`config.mk`:
```
export PLATFORM = sky130hd
export DESIGN_NAME = fpm_mac
export DESIGN_NICKNAME = d
export VERILOG_FILES = /design/src/core/fpm_pkg.sv /design/src/core/fpm_fmul.sv /design/src/core/fpm_fadd.sv /design/src/core/fpm_mac.sv
export VERILOG_INCLUDE_DIRS = /design/src /design/src/core
export SDC_FILE = /design/constraint.sdc
export NUM_CORES = 1
export LEC_CHECK = 0
export ABC_AREA = 1
export BUFFER_PORTS_ARGS = -buffer_cell sky130_fd_sc_hd__buf_2
export CORE_ASPECT_RATIO = 1.1
export CORE_MARGIN = 2
export CORE_UTILIZATION = 55
export DETAILED_ROUTE_END_ITERATION = 12
export PLACE_DENSITY_LB_ADDON = 0.05
export SYNTH_ARGS = -nofsm -noshare
export SYNTH_HDL_FRONTEND = slang
export SYNTH_SLANG_ARGS = --single-unit
export TNS_END_PERCENT = 100
```
`constraint.sdc`:
```
create_clock -name vclk -period 17.28
set_input_delay 1.728 -clock vclk [all_inputs]
set_output_delay 1.728 -clock vclk [all_outputs]
set_load 0.1 [all_outputs]
```
`src/core/fpm_regs.svh`:
```
`ifndef FPM_REGS_SVH
`define FPM_REGS_SVH

// ----------------------------------------------------------------
// Defaults and limits
// ----------------------------------------------------------------
`define FPM_FORMAT_WIDTH_DEF 16
`define FPM_EXP_WIDTH_DEF    5
`define FPM_PIPE_REGS_MAX    4
`define FPM_TIED_HIGH        1'b1
`define FPM_DATA_RST         '0

`endif

```
`src/core/fpm_pkg.sv`:
```
package fpm_pkg;
    // Declaration order gives 00 normal, 01 zero, 10 infinity, 11 underflow
    typedef enum logic [1:0] {
        FPM_ST_NORMAL,
        FPM_ST_ZERO,
        FPM_ST_INF,
        FPM_ST_UFLOW
    } fpm_status_e;
endpackage : fpm_pkg

```
`src/core/fpm_fmul.sv`:
```
`timescale 1ns/1ps
module fpm_fmul
    import fpm_pkg::*;
#(
    parameter int FORMAT_WIDTH = 16,
    parameter int EXP_WIDTH    = 5
) (
    // Operands
    input  wire logic [FORMAT_WIDTH-1:0] op_a,
    input  wire logic [FORMAT_WIDTH-1:0] op_b,
    // Result
    output logic      [FORMAT_WIDTH-1:0] prod,
    output fpm_status_e                  status
);
    localparam int W = FORMAT_WIDTH;
    localparam int E = EXP_WIDTH;
    localparam int M = W - 1 - E;
    localparam logic signed [E+1:0] BIAS_S = (E+2)'((1 << (E - 1)) - 1);
    localparam logic signed [E+1:0] EMAX_S = (E+2)'((1 << E) - 1);

    logic              sgn;
    logic [2*M+1:0]    mp;
    logic              nrm;
    logic [M-1:0]      mres;
    logic signed [E+1:0] es;

    // Subnormals flush to zero; any infinity or NaN operand gives infinity
    always_comb begin
        sgn  = op_a[W-1] ^ op_b[W-1];
        mp   = {1'b1, op_a[M-1:0]} * {1'b1, op_b[M-1:0]};
        nrm  = mp[2*M+1];
        mres = nrm ? mp[2*M:M+1] : mp[2*M-1:M];
        es   = $signed({2'b00, op_a[W-2:M]}) + $signed({2'b00, op_b[W-2:M]})
             - BIAS_S + $signed({{(E+1){1'b0}}, nrm});
        if ((&op_a[W-2:M]) || (&op_b[W-2:M])) begin
            prod   = {sgn, {E{1'b1}}, {M{1'b0}}};
            status = FPM_ST_INF;
        end else if (op_a[W-2:M] == '0 || op_b[W-2:M] == '0) begin
            prod   = {sgn, {(W-1){1'b0}}};
            status = FPM_ST_ZERO;
        end else if (es >= EMAX_S) begin
            prod   = {sgn, {E{1'b1}}, {M{1'b0}}};
            status = FPM_ST_INF;
        end else if (es <= 0) begin
            prod   = {sgn, {(W-1){1'b0}}};
            status = FPM_ST_UFLOW;
        end else begin
            prod   = {sgn, es[E-1:0], mres};
            status = FPM_ST_NORMAL;
        end
    end
endmodule : fpm_fmul

```
`src/core/fpm_fadd.sv`:
```
`timescale 1ns/1ps
module fpm_fadd
    import fpm_pkg::*;
#(
    parameter int FORMAT_WIDTH = 16,
    parameter int EXP_WIDTH    = 5
) (
    // Operands
    input  wire logic [FORMAT_WIDTH-1:0] op_a,
    input  wire logic [FORMAT_WIDTH-1:0] op_b,
    // Result
    output logic      [FORMAT_WIDTH-1:0] sum,
    output fpm_status_e                  status
);
    localparam int W = FORMAT_WIDTH;
    localparam int E = EXP_WIDTH;
    localparam int M = W - 1 - E;
    localparam logic signed [E+1:0] EMAX_S = (E+2)'((1 << E) - 1);

    logic [W-1:0]        big;
    logic [W-1:0]        sml;
    logic [E-1:0]        diff;
    logic [M+1:0]        mbig;
    logic [M+1:0]        msml;
    logic [M+1:0]        msum;
    logic [M+1:0]        mshf;
    logic [E+1:0]        lz;
    logic                found;
    logic signed [E+1:0] ex;

    // Truncating adder; cancellation to zero gives plus zero
    always_comb begin
        big   = op_a;
        sml   = op_b;
        if (op_b[W-2:0] > op_a[W-2:0]) begin
            big = op_b;
            sml = op_a;
        end
        diff  = big[W-2:M] - sml[W-2:M];
        mbig  = {2'b01, big[M-1:0]};
        msml  = {2'b01, sml[M-1:0]} >> diff;
        msum  = (big[W-1] ^ sml[W-1]) ? mbig - msml : mbig + msml;
        ex    = $signed({2'b00, big[W-2:M]});
        lz    = '0;
        found = 1'b0;
        for (int i = M; i >= 0; i--) begin
            if (!found && !msum[i]) lz = lz + 1'b1;
            else found = 1'b1;
        end
        mshf  = msum << lz;
        sum    = {big[W-1], {(W-1){1'b0}}};
        status = FPM_ST_ZERO;
        if (&big[W-2:M]) begin
            sum    = {big[W-1], {E{1'b1}}, {M{1'b0}}};
            status = FPM_ST_INF;
        end else if (big[W-2:M] == '0) begin
            sum    = {big[W-1] & sml[W-1], {(W-1){1'b0}}};
        end else if (sml[W-2:M] == '0) begin
            sum    = {big[W-1], big[W-2:0]};
            status = FPM_ST_NORMAL;
        end else if (msum == '0) begin
            sum    = '0;
        end else begin
            if (msum[M+1]) begin
                mshf = msum >> 1;
                ex   = ex + (E+2)'(1);
            end else begin
                ex   = ex - $signed(lz);
            end
            if (ex >= EMAX_S) begin
                sum    = {big[W-1], {E{1'b1}}, {M{1'b0}}};
                status = FPM_ST_INF;
            end else if (ex <= 0) begin
                status = FPM_ST_UFLOW;
            end else begin
                sum    = {big[W-1], ex[E-1:0], mshf[M-1:0]};
                status = FPM_ST_NORMAL;
            end
        end
    end
endmodule : fpm_fadd

```
`src/core/fpm_mac.sv`:
```
`timescale 1ns/1ps
`include "fpm_regs.svh"
module fpm_mac
    import fpm_pkg::*;
#(
    parameter int FORMAT_WIDTH   = `FPM_FORMAT_WIDTH_DEF,
    parameter int EXP_WIDTH      = `FPM_EXP_WIDTH_DEF,
    parameter bit ACCUM_EN       = 1'b0,
    parameter bit IN_REG_EN      = 1'b0,
    parameter int PIPE_REGS      = 0,
    parameter bit HIDE_IN_CTRL   = 1'b0,
    parameter bit HIDE_PIPE_CTRL = 1'b0
) (
    // Clock and global reset
    input  wire logic                    mclk,
    input  wire logic                    reset,
    // Operands and load
    input  wire logic [FORMAT_WIDTH-1:0] din_a,
    input  wire logic [FORMAT_WIDTH-1:0] din_b,
    input  wire logic                    load,
    // Input register control
    input  wire logic                    in_reg_a_ce,
    input  wire logic                    in_reg_b_ce,
    input  wire logic                    in_reg_rst_n,
    // Pipeline and accumulator control
    input  wire logic                    pipeline_ce,
    input  wire logic                    pipeline_rst_n,
    // Result
    output logic      [FORMAT_WIDTH-1:0] dout,
    output fpm_status_e                  status
);
    localparam int W  = FORMAT_WIDTH;
    localparam int DL = (PIPE_REGS > 1) ? PIPE_REGS - 1 : 1;

    // ----------------------------------------------------------------
    // Configuration checks
    // ----------------------------------------------------------------
    // Only fp16, fp16 with 8-bit exponent and fp24 are legal
    if (!((W == 16 && (EXP_WIDTH == 5 || EXP_WIDTH == 8)) ||
          (W == 24 && EXP_WIDTH == 8)))
        $error("format width and exponent width do not match");
    if (PIPE_REGS < 0 || PIPE_REGS > `FPM_PIPE_REGS_MAX)
        $error("pipeline register count out of range");

    // ----------------------------------------------------------------
    // Control tie-offs
    // ----------------------------------------------------------------
    logic ce_a;
    logic ce_b;
    logic in_rstn;
    logic pipe_ce;
    logic pipe_rstn;

    // Hidden controls read as logic one; absent ones are never used
    assign ce_a      = HIDE_IN_CTRL   ? `FPM_TIED_HIGH : in_reg_a_ce;
    assign ce_b      = HIDE_IN_CTRL   ? `FPM_TIED_HIGH : in_reg_b_ce;
    assign in_rstn   = HIDE_IN_CTRL   ? `FPM_TIED_HIGH : in_reg_rst_n;
    assign pipe_ce   = HIDE_PIPE_CTRL ? `FPM_TIED_HIGH : pipeline_ce;
    assign pipe_rstn = HIDE_PIPE_CTRL ? `FPM_TIED_HIGH : pipeline_rst_n;

    // ----------------------------------------------------------------
    // Input registers
    // ----------------------------------------------------------------
    logic [W-1:0] a_reg;
    logic [W-1:0] b_reg;
    logic         ld_reg;
    logic [W-1:0] a_op;
    logic [W-1:0] b_op;
    logic         ld_op;

    always_ff @(posedge mclk) begin
        if (reset || !in_rstn) begin
            a_reg <= `FPM_DATA_RST;
        end else if (ce_a) begin
            a_reg <= din_a;
        end
    end

    always_ff @(posedge mclk) begin
        if (reset || !in_rstn) begin
            b_reg <= `FPM_DATA_RST;
        end else if (ce_b) begin
            b_reg <= din_b;
        end
    end

    // Load follows the A enable so it stays paired with A's operand
    always_ff @(posedge mclk) begin
        if (reset || !in_rstn) begin
            ld_reg <= 1'b0;
        end else if (ce_a) begin
            ld_reg <= load;
        end
    end

    assign a_op  = IN_REG_EN ? a_reg : din_a;
    assign b_op  = IN_REG_EN ? b_reg : din_b;
    assign ld_op = ACCUM_EN & (IN_REG_EN ? ld_reg : load);

    // ----------------------------------------------------------------
    // Multiplier
    // ----------------------------------------------------------------
    logic [W-1:0] prod;
    fpm_status_e  prod_st;

    fpm_fmul #(
        .FORMAT_WIDTH (W),
        .EXP_WIDTH    (EXP_WIDTH)
    ) u_fmul (
        .op_a   (a_op),
        .op_b   (b_op),
        .prod   (prod),
        .status (prod_st)
    );

    // ----------------------------------------------------------------
    // Delay line ahead of the last stage
    // ----------------------------------------------------------------
    logic [W-1:0] dl_data [DL];
    fpm_status_e  dl_st   [DL];
    logic         dl_ld   [DL];
    logic [W-1:0] pd_data;
    fpm_status_e  pd_st;
    logic         pd_ld;

    // Stages clear together with the accumulator; a held enable freezes all
    always_ff @(posedge mclk) begin
        if (reset || !pipe_rstn) begin
            for (int i = 0; i < DL; i++) begin
                dl_data[i] <= `FPM_DATA_RST;
                dl_st[i]   <= FPM_ST_NORMAL;
                dl_ld[i]   <= 1'b0;
            end
        end else if (pipe_ce) begin
            dl_data[0] <= prod;
            dl_st[0]   <= prod_st;
            dl_ld[0]   <= ld_op;
            for (int i = 1; i < DL; i++) begin
                dl_data[i] <= dl_data[i-1];
                dl_st[i]   <= dl_st[i-1];
                dl_ld[i]   <= dl_ld[i-1];
            end
        end
    end

    assign pd_data = (PIPE_REGS > 1) ? dl_data[DL-1] : prod;
    assign pd_st   = (PIPE_REGS > 1) ? dl_st[DL-1]   : prod_st;
    assign pd_ld   = (PIPE_REGS > 1) ? dl_ld[DL-1]   : ld_op;

    // ----------------------------------------------------------------
    // Accumulator and last stage
    // ----------------------------------------------------------------
    logic [W-1:0] acc_reg;
    fpm_status_e  acc_st_reg;
    logic [W-1:0] sum_w;
    fpm_status_e  sum_st;
    logic [W-1:0] nxt_data;
    fpm_status_e  nxt_st;
    logic         last_ce;
    logic         last_rstn;

    fpm_fadd #(
        .FORMAT_WIDTH (W),
        .EXP_WIDTH    (EXP_WIDTH)
    ) u_fadd (
        .op_a   (acc_reg),
        .op_b   (pd_data),
        .sum    (sum_w),
        .status (sum_st)
    );

    always_comb begin
        nxt_data = pd_data;
        nxt_st   = pd_st;
        if (ACCUM_EN && !pd_ld) begin
            nxt_data = sum_w;
            nxt_st   = sum_st;
        end
    end

    // With no pipeline stages the enable and reset do not exist
    assign last_ce   = (PIPE_REGS > 0) ? pipe_ce   : 1'b1;
    assign last_rstn = (PIPE_REGS > 0) ? pipe_rstn : 1'b1;

    always_ff @(posedge mclk) begin
        if (reset || !last_rstn) begin
            acc_reg    <= `FPM_DATA_RST;
            acc_st_reg <= FPM_ST_NORMAL;
        end else if (last_ce) begin
            acc_reg    <= nxt_data;
            acc_st_reg <= nxt_st;
        end
    end

    // Zero stages means a combinational result path
    assign dout   = (PIPE_REGS > 0) ? acc_reg    : nxt_data;
    assign status = (PIPE_REGS > 0) ? acc_st_reg : nxt_st;

    // ----------------------------------------------------------------
    // Assertions
    // ----------------------------------------------------------------
    property p_st_zero;
        @(posedge mclk) disable iff (reset)
        (status == FPM_ST_ZERO || status == FPM_ST_UFLOW)
            |-> dout[W-2:0] == '0;
    endproperty
    a_st_zero: assert property (p_st_zero)
        else $error("zero or underflow status with nonzero magnitude");

    property p_st_inf;
        @(posedge mclk) disable iff (reset)
        status == FPM_ST_INF |-> &dout[W-2:W-1-EXP_WIDTH];
    endproperty
    a_st_inf: assert property (p_st_inf)
        else $error("infinity status without all-ones exponent");

    property p_in_take;
        @(posedge mclk) disable iff (reset)
        (IN_REG_EN && ce_a && ce_b && in_rstn)
            |=> a_op == $past(din_a) && b_op == $past(din_b);
    endproperty
    a_in_take: assert property (p_in_take)
        else $error("input registers missed enabled operands");

    property p_in_hold;
        @(posedge mclk) disable iff (reset)
        (IN_REG_EN && !ce_b && in_rstn) |=> $stable(b_op);
    endproperty
    a_in_hold: assert property (p_in_hold)
        else $error("operand B changed with its enable low");

    property p_in_clear;
        @(posedge mclk) disable iff (reset)
        (IN_REG_EN && !in_rstn) |=> a_op == '0 && b_op == '0;
    endproperty
    a_in_clear: assert property (p_in_clear)
        else $error("input reset did not clear operands");

    property p_pipe_clear;
        @(posedge mclk) disable iff (reset)
        (PIPE_REGS > 0 && !pipe_rstn)
            |=> dout == '0 && status == FPM_ST_NORMAL;
    endproperty
    a_pipe_clear: assert property (p_pipe_clear)
        else $error("pipeline reset did not clear the result");

    property p_pipe_hold;
        @(posedge mclk) disable iff (reset)
        (PIPE_REGS > 0 && pipe_rstn && !pipe_ce) |=> $stable(dout);
    endproperty
    a_pipe_hold: assert property (p_pipe_hold)
        else $error("result moved with pipeline enable low");

    property p_load;
        @(posedge mclk) disable iff (reset)
        (ACCUM_EN && PIPE_REGS > 0 && pipe_ce && pipe_rstn && pd_ld)
            |=> dout == $past(pd_data);
    endproperty
    a_load: assert property (p_load)
        else $error("load did not restart the accumulator");

    property p_accum;
        @(posedge mclk) disable iff (reset)
        (ACCUM_EN && PIPE_REGS > 0 && pipe_ce && pipe_rstn && !pd_ld)
            |=> dout == $past(sum_w) && status == $past(sum_st);
    endproperty
    a_accum: assert property (p_accum)
        else $error("accumulator did not keep the sum");

    property p_plain;
        @(posedge mclk) disable iff (reset)
        (!ACCUM_EN && !IN_REG_EN && PIPE_REGS == 1 && pipe_ce && pipe_rstn)
            |=> dout == $past(prod);
    endproperty
    a_plain: assert property (p_plain)
        else $error("product not presented after one stage");

    c_load:  cover property (@(posedge mclk) disable iff (reset)
        pd_ld && ACCUM_EN);
    c_accum: cover property (@(posedge mclk) disable iff (reset)
        !pd_ld && ACCUM_EN ##1 !pd_ld);
    c_inf:   cover property (@(posedge mclk) disable iff (reset)
        status == FPM_ST_INF);
    c_uflow: cover property (@(posedge mclk) disable iff (reset)
        status == FPM_ST_UFLOW);
endmodule : fpm_mac

```
==> metrics <==
status=completed; hold_buf cts=0; nets=952; Worst-Margin Slew=679 ps; Final GP Congestion=0.876; max_slew headroom=54.5%; Die X=94.4 µm; IO buf count=50; setup_tns=0 ps; Final Critical Period=9950 ps; Die H=103 µm; Initial Utilization=56.3%; Max Cap Violations=0; post-CTS setup buffers=0; Via-to-Cell Ratio=5.06; Final Hold Vio Count=0; Critical Path Fanout Max=12; Worst EP arrival=8220 ps; CP required=15550 ps; RSZ-0062 raised after global routing=false; WL/cell=12.4 µm; Syn Area/Cell=6.70 µm²; remaining antenna violation count=0; drt drc=0; initial antenna violation count=0; Hold Path Origin=din_a[15]; register area=0 µm²; die area=9770 µm²; worst min-delay path category=input port to output port; Hold Path Sink=dout[15]; FP Rows=36; CLK BUF=0; final worst-path cycle share=57.6%; Setup crit start=din_a[5]; WS Path Type=input port to output port; fill count=886; area growth from synthesis to layout=5.85%; fraction of post-synthesis cell area in the top cell type by area=32.4%; global route overflow=0; global-route wire length before repair=19300 µm; Yosys top cell by area=fa_1; synth warn=0; Pre-antenna DRT Iters=4; all-layer global routing usage=24.4%; final WL=10900 µm; sequential cell count=0; layout cells sized above 1=10.4%; core area=8780 µm²; final setup violation count=0; number of global-route vias before repair=4444; DP HPWL=9480 µm; final slew viol count=0; Max Freq=100 MHz; boundary pin count=58; top cells by area, synth=fa_1 (32%), nand2_1 (16%), ha_1 (16%); Worst Setup End Kind=output port; slowest CP cell=fa_1; Hold Crit Depth=3; CTS-repair resized insts=0; register area share after synthesis=0%; Syn Inst Count=738; Startpoint Class=input port; syn nets=922; cell area after synthesis=4940 µm²; most used cell, CP=inv_1; CP max stage delay=540 ps; largest net degree at the start of global routing=13; routed vias=4454; Netlist cell types=32; Initial DRC Count=154; n_diodes=0
[cell usage after synthesis, types with 4 or more instances]
| master | n |
|---|---|
| xor2_1 | 5 |
| nand4_1 | 6 |
| nand2_2 | 8 |
| a21oi_1 | 22 |
| nor2_2 | 11 |
| clkbuf_1 | 16 |
| nand3_1 | 32 |
| ha_1 | 64 |
| fa_1 | 80 |
| nor3_1 | 4 |
| nor2_1 | 36 |
| o21ai_0 | 6 |
| nand3b_1 | 5 |
| inv_1 | 198 |
| nand2_1 | 214 |
[cell usage in the layout (no fill, tap or decap)]
cell type,n
clkinv_4,1
xnor2_1,3
inv_1,198
o21a_1,1
inv_2,3
a31oi_1,1
nor2_1,36
o21ai_0,6
a21oi_1,22
a21o_1,3
nand3_1,32
xor2_1,5
nor3_1,4
and2_1,1
nand3b_1,5
nor4_1,1
ha_1,64
o21bai_1,2
fa_1,80
nor2_2,11
or2_2,2
nand4_1,6
nand2_2,8
a21boi_0,2
nand2_4,1
buf_2,50
nand3_2,3
nand2_8,1
nand2_1,214
[routing by layer]
layer  up-vias  global-route usage (%)  routed length, µm
met1      2127                    30.3               4520
met3        10                   0.797                438
met2       102                    48.4               5820
li1       2215                       -                  -
met4         0                    2.79                100
met5         -                       0                  0
[how the worst max path moves through the flow]
stage	end	slack, ps	cells past startpoint
final	dout[6]	7330	33
after global routing	dout[9]	6850	35
after CTS	dout[7]	7340	33
after detailed placement	dout[8]	7360	33
after global placement	dout[7]	7440	33
after floorplan	dout[12]	6480	33
[per-stage QoR]
| step | instances | hold WS [ps] | utilization (%) | instance area, µm² | setup slack, ps |
|---|---|---|---|---|---|
| 2_1_floorplan | 738 | 3720 | - | 4940 | 6480 |
| 3_3_place_gp | 880 | 3870 | 59.6 | 5230 | 7440 |
| 3_5_place_dp | 880 | 3870 | 59.6 | 5230 | 7360 |
| 4_1_cts | 880 | 3870 | 59.6 | 5230 | 7340 |
| 5_1_grt | 880 | 3890 | 59.6 | 5230 | 6850 |
| 6_report | 880 | 3870 | 59.6 | 5230 | 7330 |
[area by class of cell]
cell class / count / area, µm² / area share [%]
inverters: 202 / 763 / 14.6
well taps: 114 / 143 / 2.73
repair buffers: 50 / 250 / 4.78
multi-input cells: 514 / 4080 / 77.9
[critical path: cells and delay by family]
kind / cells / cell delay [ps]
fa+ha+maj: 8 / 3280
buf+inv: 10 / 1130
simple gates: 15 / 2070
[cells by family after synthesis]
group,synth area share [%]
XOR/XNOR,1.42
buffers and inverters,17.5
adder cells (fa/ha/maj),48.6
AND/OR/NAND/NOR,28.3
AO/OA/AOI/OAI,4.18
Power is left out: the tool's default activity adds up to more than one toggle a clock period on the data nets, which glitch-free logic cannot reach.
